--- src/cbl_regs.svh ---
// cbl_regs.svh: register offsets, fields, reset values, coefficients
// Assumes a 32-bit APB slave with word-aligned registers
`ifndef CBL_REGS_SVH
`define CBL_REGS_SVH
`define CBL_OFF_GEOM0   8'h00
`define CBL_OFF_GEOM1   8'h04
`define CBL_OFF_TARGET  8'h08
`define CBL_OFF_CMD     8'h0C
`define CBL_OFF_MAJOR   8'h10
`define CBL_OFF_MINOR   8'h14
`define CBL_OFF_START   8'h18
`define CBL_OFF_WORDPOS 8'h1C
`define CBL_OFF_PAD     8'h20
`define CBL_OFF_IOCAP   8'h24
`define CBL_OFF_ADJ     8'h28
`define CBL_F_COLS  7:0
`define CBL_F_ROWS  15:8
`define CBL_F_RAMS  23:16
`define CBL_F_SPACE 31:24
`define CBL_F_FLEN  7:0
`define CBL_B_EXT   8
`define CBL_F_COL   7:0
`define CBL_F_ROW   15:8
`define CBL_B_SLICE 16
`define CBL_B_LUT   17
`define CBL_B_FLOP  18
`define CBL_B_RW    19
`define CBL_B_KIND  20
`define CBL_F_TBIT  27:24
`define CBL_B_START 0
`define CBL_B_CAPT  1
`define CBL_B_CLR   2
`define CBL_F_PAD   15:0
`define CBL_RST_GEOM0 32'h0604_1018
`define CBL_RST_GEOM1 32'h0000_000C
`define CBL_RST_ZERO  32'h0000_0000
`define CBL_K_ROWBITS 32'sh12
`define CBL_K_WORD    32'sh20
`define CBL_K_LUTSL   32'sh11
`define CBL_K_LUTBIT  32'sh3
`define CBL_K_FF12    32'shC
`define CBL_K_FF43    32'sh2B
`define CBL_K_FF6     32'sh6
`define CBL_K_FF45    32'sh2D
`define CBL_K_ST8     32'sh8
`define CBL_K_ST48    32'sh30
`define CBL_K_ADJ27   32'sh1B
`define CBL_LATENCY   2
`endif

--- src/cbl_pkg.sv ---
// cbl_pkg: shared types of the bit locator
// Assumes nothing beyond a SystemVerilog compiler
package cbl_pkg;
  typedef logic signed [31:0] cbl_sword_t;
  // Gray order around the die
  typedef enum logic [1:0] {
    CBL_EDGE_TOP    = 2'h0,
    CBL_EDGE_RIGHT  = 2'h1,
    CBL_EDGE_BOTTOM = 2'h3,
    CBL_EDGE_LEFT   = 2'h2
  } cbl_edge_e;
  typedef enum logic {
    CBL_KIND_LUT  = 1'h0,
    CBL_KIND_FLOP = 1'h1
  } cbl_kind_e;
endpackage : cbl_pkg

--- src/cbl_pad_ranger.sv ---
// cbl_pad_ranger: pad index to die edge and column
// Assumes geometry and index are stable register outputs
`timescale 1ns/100ps
`default_nettype none
module cbl_pad_ranger (
  input  wire logic [7:0]        cols,
  input  wire logic [7:0]        rows,
  input  wire logic [15:0]       pad_index,
  output cbl_pkg::cbl_edge_e     pad_edge,
  output logic                   in_range,
  output logic [7:0]             pad_column
);
  cbl_pkg::cbl_sword_t i_s;
  cbl_pkg::cbl_sword_t c2;
  cbl_pkg::cbl_sword_t r3;
  cbl_pkg::cbl_sword_t bot_hi;
  cbl_pkg::cbl_sword_t col_s;
  assign i_s    = $signed({16'h0000, pad_index});
  assign c2     = $signed({23'h0, cols, 1'b0});
  assign r3     = $signed({24'h000000, rows}) * 32'sh3;
  assign bot_hi = c2 + c2 + r3;
  // Clockwise ranges, two per column end, three per row
  assign in_range = (i_s >= 32'sh1) && (i_s <= bot_hi + r3);
  assign pad_edge = (i_s <= c2)      ? cbl_pkg::CBL_EDGE_TOP :
                    (i_s <= c2 + r3) ? cbl_pkg::CBL_EDGE_RIGHT :
                    (i_s <= bot_hi)  ? cbl_pkg::CBL_EDGE_BOTTOM :
                                       cbl_pkg::CBL_EDGE_LEFT;
  // Pad 1 sits above column 1; bottom counts back
  assign col_s = (pad_edge == cbl_pkg::CBL_EDGE_TOP) ?
                   (i_s + 32'sh1) >>> 1 :
                 (pad_edge == cbl_pkg::CBL_EDGE_BOTTOM) ?
                   (bot_hi + 32'sh2 - i_s) >>> 1 :
                   32'sh0;
  assign pad_column = in_range ? col_s[7:0] : 8'h00;
endmodule : cbl_pad_ranger
`default_nettype wire

--- src/cbl_locator.sv ---
// cbl_locator: configuration bit locator behind an APB slave
// Assumes APB master on clk_sys; io_cap_in is asynchronous
//
// The implementer's own choices: the APB slave port and the placing of the registers.
`timescale 1ns/100ps
`default_nettype none
`include "cbl_regs.svh"
module cbl_locator (
  input  wire logic        clk_sys,
  input  wire logic        rst,
  input  wire logic        psel,
  input  wire logic        penable,
  input  wire logic        pwrite,
  input  wire logic [7:0]  paddr,
  input  wire logic [31:0] pwdata,
  output logic [31:0]      prdata,
  output logic             pready,
  output logic             pslverr,
  input  wire logic [3:0]  io_cap_in,
  output logic             result_valid
);
  typedef cbl_pkg::cbl_sword_t sw_t;

  function automatic sw_t ceil_div(input sw_t n, input sw_t d);
    sw_t q;
    q = n / d;
    if ((n % d != 32'sh0) && (n > 32'sh0))
      q = q + 32'sh1;
    return q;
  endfunction : ceil_div

  logic [31:0] geom0_q;
  logic [31:0] geom1_q;
  logic [31:0] target_q;
  logic [15:0] pad_q;
  logic [3:0]  cap_s1_q;
  logic [3:0]  cap_s2_q;
  logic [3:0]  cap_q;
  logic        s1_q;
  logic        rv_q;
  logic        done_q;
  logic [31:0] prdata_q;
  sw_t         majb_q;
  sw_t         minb_q;
  sw_t         bif_q;
  sw_t         adj_q;
  sw_t         flen_q;
  sw_t         rw_q;
  sw_t         major_q;
  sw_t         minor_q;
  sw_t         start_q;
  logic [7:0]  word_q;
  logic [4:0]  biw_q;
  logic [15:0] bifo_q;

  wire access   = psel & penable;
  wire setup_rd = psel & ~penable & ~pwrite;
  wire wr       = access & pwrite;
  wire hit_g0   = paddr == `CBL_OFF_GEOM0;
  wire hit_g1   = paddr == `CBL_OFF_GEOM1;
  wire hit_tg   = paddr == `CBL_OFF_TARGET;
  wire hit_cmd  = paddr == `CBL_OFF_CMD;
  wire hit_pad  = paddr == `CBL_OFF_PAD;
  wire hit_ro   = (paddr == `CBL_OFF_MAJOR) |
                  (paddr == `CBL_OFF_MINOR) |
                  (paddr == `CBL_OFF_START) |
                  (paddr == `CBL_OFF_WORDPOS) |
                  (paddr == `CBL_OFF_IOCAP) |
                  (paddr == `CBL_OFF_ADJ);
  wire hit      = hit_g0 | hit_g1 | hit_tg | hit_cmd |
                  hit_pad | hit_ro;
  wire start    = wr & hit_cmd & pwdata[`CBL_B_START];
  wire capt     = wr & hit_cmd & pwdata[`CBL_B_CAPT];
  wire clr_done = wr & hit_cmd & pwdata[`CBL_B_CLR];

  assign pready  = 1'b1;
  assign pslverr = access & ~hit;

  // Signed views of geometry and target
  wire sw_t cols  = $signed({24'h0, geom0_q[`CBL_F_COLS]});
  wire sw_t rams  = $signed({24'h0, geom0_q[`CBL_F_RAMS]});
  wire sw_t space = $signed({24'h0, geom0_q[`CBL_F_SPACE]});
  wire sw_t flen  = $signed({24'h0, geom1_q[`CBL_F_FLEN]});
  wire sw_t col   = $signed({24'h0, target_q[`CBL_F_COL]});
  wire sw_t row   = $signed({24'h0, target_q[`CBL_F_ROW]});
  wire sw_t lb    = $signed({28'h0, target_q[`CBL_F_TBIT]});
  wire sw_t sl    = $signed({31'h0, target_q[`CBL_B_SLICE]});
  wire sw_t lsel  = $signed({31'h0, target_q[`CBL_B_LUT]});
  wire sw_t fsel  = $signed({31'h0, target_q[`CBL_B_FLOP]});
  wire sw_t rw    = $signed({31'h0, target_q[`CBL_B_RW]});
  wire      ext   = geom1_q[`CBL_B_EXT];
  wire cbl_pkg::cbl_kind_e kind =
    cbl_pkg::cbl_kind_e'(target_q[`CBL_B_KIND]);

  // Left half when column is at most half the columns
  wire      left     = (col + col) <= cols;
  wire sw_t maj_base = left ? cols - col - col + 32'sh2
                            : col + col - cols - 32'sh1;

  wire sw_t min_lut = lb + `CBL_K_WORD -
                      sl * (lb + lb + `CBL_K_LUTSL);
  wire sw_t min_ff  = sl * (`CBL_K_FF12 * fsel - `CBL_K_FF43) -
                      `CBL_K_FF6 * fsel + `CBL_K_FF45;
  wire sw_t min_sel = (kind == cbl_pkg::CBL_KIND_FLOP) ?
                      min_ff : min_lut;

  // Frame bits numbered from zero, continuing across words
  wire sw_t row_bits = `CBL_K_ROWBITS * row;
  wire sw_t bif_lut  = `CBL_K_LUTBIT + row_bits - lsel +
                       rw * `CBL_K_WORD;
  wire sw_t bif_ff   = row_bits + 32'sh1 +
                       rw * `CBL_K_WORD;
  wire sw_t bif      = (kind == cbl_pkg::CBL_KIND_FLOP) ?
                       bif_ff : bif_lut;

  // Memory column boundary, shared by both target kinds
  wire sw_t half_m1 = (rams >>> 1) - 32'sh1;
  wire sw_t bnd_l   = half_m1 * space;
  wire sw_t bnd_r   = cols - bnd_l + 32'sh1;
  wire sw_t adj_num = left ? bnd_l - col + 32'sh1
                           : col - bnd_r + 32'sh1;
  wire      adj_ok  = ext && (space != 32'sh0);
  // Exact ceiling, also for negative numerators
  wire sw_t adj     = adj_ok ? 32'sh2 * ceil_div(adj_num, space)
                             : 32'sh0;

  // Second stage uses only base values from stage one
  wire sw_t st_base = flen_q * (`CBL_K_ST8 +
                      (majb_q - 32'sh1) * `CBL_K_ST48 + minb_q) +
                      rw_q * flen_q;
  wire sw_t st_adj  = flen_q * (`CBL_K_ADJ27 * adj_q);
  wire sw_t maj_fin = majb_q + adj_q;
  wire sw_t word_s  = bif_q >>> 5;
  wire sw_t biw_s   = 32'sh1F + `CBL_K_WORD * word_s -
                      bif_q;

  cbl_pkg::cbl_edge_e pad_edge;
  logic               pad_ok;
  logic [7:0]         pad_col;

  cbl_pad_ranger u_pad (
    .cols       (geom0_q[`CBL_F_COLS]),
    .rows       (geom0_q[`CBL_F_ROWS]),
    .pad_index  (pad_q),
    .pad_edge   (pad_edge),
    .in_range   (pad_ok),
    .pad_column (pad_col)
  );

  wire [31:0] rd_mux =
    hit_g0 ? geom0_q :
    hit_g1 ? geom1_q :
    hit_tg ? target_q :
    hit_cmd ? {30'h0, s1_q, done_q} :
    (paddr == `CBL_OFF_MAJOR) ? major_q :
    (paddr == `CBL_OFF_MINOR) ? minor_q :
    (paddr == `CBL_OFF_START) ? start_q :
    (paddr == `CBL_OFF_WORDPOS) ?
      {bifo_q, 3'h0, biw_q, word_q} :
    hit_pad ? {pad_col, 5'h0, pad_ok, pad_edge, pad_q} :
    (paddr == `CBL_OFF_IOCAP) ? {28'h0, cap_q} :
    (paddr == `CBL_OFF_ADJ) ? adj_q :
    32'h0000_0000;

  assign prdata       = prdata_q;
  assign result_valid = rv_q;

  always_ff @(posedge clk_sys or posedge rst) begin
    if (rst) begin
      geom0_q  <= `CBL_RST_GEOM0;
      geom1_q  <= `CBL_RST_GEOM1;
      target_q <= `CBL_RST_ZERO;
      pad_q    <= 16'h0001;
      prdata_q <= `CBL_RST_ZERO;
    end else begin
      if (wr && hit_g0)
        geom0_q <= pwdata;
      if (wr && hit_g1)
        geom1_q <= {23'h0, pwdata[8:0]};
      if (wr && hit_tg)
        target_q <= {4'h0, pwdata[27:0]};
      if (wr && hit_pad)
        pad_q <= pwdata[`CBL_F_PAD];
      if (setup_rd)
        prdata_q <= rd_mux;
    end
  end

  // Two-flop synchroniser, then capture on command
  always_ff @(posedge clk_sys or posedge rst) begin
    if (rst) begin
      cap_s1_q <= 4'h0;
      cap_s2_q <= 4'h0;
      cap_q    <= 4'h0;
    end else begin
      cap_s1_q <= io_cap_in;
      cap_s2_q <= cap_s1_q;
      if (capt)
        cap_q <= cap_s2_q;
    end
  end

  // Stage one: base values of the request
  always_ff @(posedge clk_sys or posedge rst) begin
    if (rst) begin
      s1_q   <= 1'b0;
      majb_q <= 32'sh0;
      minb_q <= 32'sh0;
      bif_q  <= 32'sh0;
      adj_q  <= 32'sh0;
      flen_q <= 32'sh0;
      rw_q   <= 32'sh0;
    end else begin
      s1_q <= start;
      if (start) begin
        majb_q <= maj_base;
        minb_q <= min_sel;
        bif_q  <= bif;
        adj_q  <= adj;
        flen_q <= flen;
        rw_q   <= rw;
      end
    end
  end

  // Stage two: final location and result pulse
  always_ff @(posedge clk_sys or posedge rst) begin
    if (rst) begin
      rv_q    <= 1'b0;
      major_q <= 32'sh0;
      minor_q <= 32'sh0;
      start_q <= 32'sh0;
      word_q  <= 8'h00;
      biw_q   <= 5'h00;
      bifo_q  <= 16'h0000;
    end else begin
      rv_q <= s1_q;
      if (s1_q) begin
        major_q <= maj_fin;
        minor_q <= minb_q;
        start_q <= st_base + st_adj;
        word_q  <= word_s[7:0];
        biw_q   <= biw_s[4:0];
        bifo_q  <= bif_q[15:0];
      end
    end
  end

  // Completion flag; a new result wins over a clear
  always_ff @(posedge clk_sys or posedge rst) begin
    if (rst)
      done_q <= 1'b0;
    else if (rv_q)
      done_q <= 1'b1;
    else if (clr_done)
      done_q <= 1'b0;
  end

  // Checks
  sw_t base_h_q;
  always_ff @(posedge clk_sys or posedge rst) begin
    if (rst)
      base_h_q <= 32'sh0;
    else if (s1_q)
      base_h_q <= st_base;
  end

  property p_latency;
    @(posedge clk_sys) disable iff (rst)
    start |-> ##`CBL_LATENCY rv_q;
  endproperty
  a_latency: assert property (p_latency)
    else $error("result pulse not two cycles after start");

  property p_pulse;
    @(posedge clk_sys) disable iff (rst)
    rv_q |=> !rv_q;
  endproperty
  a_pulse: assert property (p_pulse)
    else $error("result pulse longer than one cycle");

  property p_major_sum;
    @(posedge clk_sys) disable iff (rst)
    start && left |=> majb_q + col + col == cols + 32'sh2;
  endproperty
  a_major_sum: assert property (p_major_sum)
    else $error("left half major address wrong");

  property p_ff_bit;
    @(posedge clk_sys) disable iff (rst)
    start && kind == cbl_pkg::CBL_KIND_FLOP |=>
      (bif_q - rw_q * 32'sh20 - 32'sh1) % 32'sh12 == 32'sh0;
  endproperty
  a_ff_bit: assert property (p_ff_bit)
    else $error("flop frame bit not on row grid");

  property p_word_split;
    @(posedge clk_sys) disable iff (rst)
    rv_q |-> {word_q, 5'h1F - biw_q} == bifo_q[12:0];
  endproperty
  a_word_split: assert property (p_word_split)
    else $error("word and bit do not rebuild frame bit");

  property p_major_fin;
    @(posedge clk_sys) disable iff (rst)
    s1_q |=> major_q == $past(majb_q) + $past(adj_q);
  endproperty
  a_major_fin: assert property (p_major_fin)
    else $error("final major is not base plus correction");

  property p_start_adj;
    @(posedge clk_sys) disable iff (rst)
    rv_q |-> start_q - base_h_q ==
             flen_q * 32'sh1B * adj_q;
  endproperty
  a_start_adj: assert property (p_start_adj)
    else $error("start word correction wrong");

  property p_no_adj;
    @(posedge clk_sys) disable iff (rst)
    start && !ext |=> adj_q == 32'sh0;
  endproperty
  a_no_adj: assert property (p_no_adj)
    else $error("correction applied outside extended variant");

  property p_done_set;
    @(posedge clk_sys) disable iff (rst)
    rv_q |=> done_q;
  endproperty
  a_done_set: assert property (p_done_set)
    else $error("done flag lost a result");

  property p_pad_range;
    @(posedge clk_sys) disable iff (rst)
    pad_q == 16'h0001 && geom0_q[7:0] != 8'h00 |->
      pad_ok && pad_edge == cbl_pkg::CBL_EDGE_TOP &&
      pad_col == 8'h01;
  endproperty
  a_pad_range: assert property (p_pad_range)
    else $error("pad one not above first column");

  c_lut_read: cover property (@(posedge clk_sys)
    start && kind == cbl_pkg::CBL_KIND_LUT && rw == 32'sh1);
  c_ff_ext: cover property (@(posedge clk_sys)
    start && kind == cbl_pkg::CBL_KIND_FLOP && ext);
  c_right: cover property (@(posedge clk_sys) start && !left);
  c_clr_race: cover property (@(posedge clk_sys)
    rv_q && clr_done);
endmodule : cbl_locator
`default_nettype wire

--- config.mk ---
export PLATFORM = sky130hd
export DESIGN_NAME = cbl_locator
export DESIGN_NICKNAME = d
export VERILOG_FILES = /design/src/cbl_pkg.sv /design/src/cbl_pad_ranger.sv /design/src/cbl_locator.sv
export VERILOG_INCLUDE_DIRS = /design/src
export SDC_FILE = /design/constraint.sdc
export NUM_CORES = 2
export LEC_CHECK = 0
export ABC_CLOCK_PERIOD_IN_PS = 118300
export BUFFER_PORTS_ARGS = -buffer_cell sky130_fd_sc_hd__buf_2
export CORE_MARGIN = 2
export CORE_UTILIZATION = 55
export DETAILED_ROUTE_END_ITERATION = 7
export PLACE_DENSITY = 0.71
export SLEW_MARGIN = 20
export SYNTH_ARGS = -nofsm -noshare
export SYNTH_HDL_FRONTEND = slang
export SYNTH_SLANG_ARGS = --single-unit
--- constraint.sdc ---
create_clock -name clk_sys -period 118.3 [get_ports clk_sys]
set_input_delay 5.915 -clock clk_sys [delete_from_list [all_inputs] [get_ports clk_sys]]
set_output_delay 5.915 -clock clk_sys [all_outputs]
set_load 0.005 [all_outputs]
==> results.ini <==
[floorplan]
io-pin-count = 84
die-area_um2 = 123800
die_h_um = 351.8
die_width_um = 351.8
row_count = 127
start_util = 0.5547
coreArea_um2 = 120000

[clock_tree]
clk_latency_ns = 0.58
clkSinkCount = 302
clockRootBuffer = clkbuf_16
clk_path_buf_depth = 3
cts_buffers = 36
cts-hold-fix-buffers = 0
htree_levels = 2
cts_setup_buffers = 0
path_clk_slew_ns = 0.07
cts_resized = 0
cts_tree = yes

[layout]
drive_above_1_share = 0.08585
nNetsFinal = 9348
layout_common_cells = inv_1 (824), ha_1 (792), nand2_1 (769), nor2_1 (561), fa_1 (474)
instances_no_fill = 9677
final_common_cell = inv_1
fin_util = 0.5794
areaGrowthSynthToFinish_pct = 4.456

[synth]
syn_area_um2 = 66550
synth-simple-area-share = 0.2032
ys.flop_type = dfrtp_1
synth-edff-count = 0
async_flop_share = 1.000
synth_seq_cells = 302
synthAdderAreaFrac = 0.2920
synth_top_family_by_area = adder cells
synth_xor_xnor_area_share = 0.07350
ys_warn_count = 0
synthCells = 8090
ys_seq_area_frac = 0.1137
synth.distinct_cells = 171
synth-compound-area-share = 0.2030
synthMuxAreaShare = 0.04821
synth.avg_cell_area_um2 = 8.226

[routing]
wl_um = 200700
postRouteAntennaNets = 0
via_count = 60250
via_per_inst = 6.226
wl_per_cell_um = 20.74
drtIter0Drc = 5018
post-route-drc-count = 6
drtPass1Iterations = 8

[worst_setup_path]
criticalPathCategory = reg -> reg
cp.arrival_ns = 101.14
crit_path_max_fanout = 29
crit_family = compound AO/OA/AOI/OAI gates
crit_buf_inv = 20
critPathCaptureType = register
slowest_stage = o31ai_1
cp.required_ns = 118.77
worst_setup_path_start_kind = register
cpPeakStageDelay_ns = 0.93
cp_common_cell = o21a_1

[placement]
routabilityCongestion = 0.9684
placed_cells = 9606
placement.io_buffers = 82
dp_hpwl_um = 160400

[timing]
fmax_mhz = 9.934
skew_ns = 0.02636
hold_viol_final = 0
report.final.slew_viol_count = 0
tns_ns = 0
slew_headroom = 0.2511
max_slew.worst_pin.slew_ns = 1.119
setup_viol = 0
min_period_over_period = 0.8510
worst_hold_slack_ns = 0.3470
rsz0062_at_grt = no
period_minus_slack_ns = 100.67

[flow_run]
drv_cap = 0

[worst_hold_path]
hold_class = reg -> reg

[grt]
overflow = 0
grt_pass1_wl_um = 321100
gr-usage-all-layers = 0.3230
grt_pass1_vias = 59640
grt_max_degree = 164
antenna_found_initial = 12

[run_status]
violations = DRC
status = finished with violations

## layout make-up
cell class | instances | area, um^2
Timing Repair Buffer | 144 | 908.4
Clock inverter | 21 | 251.5
Tap cell | 1612 | 2017
Clock buffer | 45 | 954.7
Multi-Input combinational cell | 6718 | 54670
Sequential cell | 302 | 7577
Inverter | 831 | 3127
Antenna cell | 4 | 10.01
Fill cell | 10940 | 50460
## flip-flops by register name, indices dropped and copies added, names as in the netlist, 11 cells and up
register,flops
start_q,32
majb_q,11
target_q,28
bif_q,16
major_q,32
adj_q,31
pad_q,16
geom0_q,32
prdata,32
## worst reg2reg max path: cells and delay by family, from the launching register on
| family | cells | cell delay [ns] |
|---|---|---|
| fa+ha+maj | 31 | 9.73 |
| buf+inv | 20 | 2.20 |
| flops | 1 | 0.54 |
| compound gates | 209 | 49.14 |
| simple gates | 131 | 36.98 |
| mux | 5 | 1.68 |
| xor+xnor | 2 | 0.39 |
## worst paths after layout
kind,from,slack (ns),depth (start not counted),endpoint
hold reg to reg,cap_s1_q[1]$_DFF_PP0_,0.35,0,cap_s2_q[1]$_DFF_PP0_
max in group asynchronous,rst,111.63,3,flen_q[1]$_DFFE_PP0P_
min in group asynchronous,rst,5.31,2,adj_q[30]$_DFFE_PP0P_
setup / recovery,geom0_q[31]$_DFFE_PP0P_,17.63,398,adj_q[30]$_DFFE_PP0P_
hold / removal,cap_s1_q[1]$_DFF_PP0_,0.35,0,cap_s2_q[1]$_DFF_PP0_
setup reg to reg,geom0_q[31]$_DFFE_PP0P_,17.63,398,adj_q[30]$_DFFE_PP0P_
## cells in the mapped netlist (all sizes together) (73+ instances only)
master  instances  share of area
a21oi         468          0.036
clkbuf        172          0.011
nand3         151          0.012
inv           829          0.047
nor2          573          0.033
ha            792           0.15
a21o          119          0.013
nand2         774          0.044
nand4          85         0.0087
xnor2         346          0.046
nor3          254          0.020
dfrtp         293           0.11
mux2          232          0.039
o21bai         75         0.0085
a31oi          86         0.0090
o21ai         374          0.028
fa            474           0.14
o21a          184          0.021
buf            73         0.0081
o31ai          98          0.012
xor2          203          0.027
and2          283          0.027
## cells by family (layout without fill, tap and decap cells)
group | after synthesis | count (layout)
compound gates | 1955 | 1955
xor+xnor | 550 | 550
fa+ha+maj | 1269 | 1269
buf+inv | 1081 | 1041
flops | 302 | 302
mux | 290 | 290
other cells | 2 | 17
simple gates | 2641 | 2641
## through the flow
step                setup WS [ns]  area [um^2]
finish                      17.63        69510
global placement            22.65        68260
CTS                         18.69        69470
detailed placement          18.94        68270
floorplan                   31.92        66590
global route                8.294        69500
## routing by layer
layer  vias to the layer above  part of all wire  track usage
met4                        18             0.046       0.1285
met2                      2056              0.47       0.5451
li1                      28430                 -            -
met3                       516             0.074      0.04984
met1                     29230              0.41       0.4135
met5                         -           0.00052            0
Power is not shown: default switching activity piles up to over one toggle a cycle in this logic, so the estimate is an artifact.
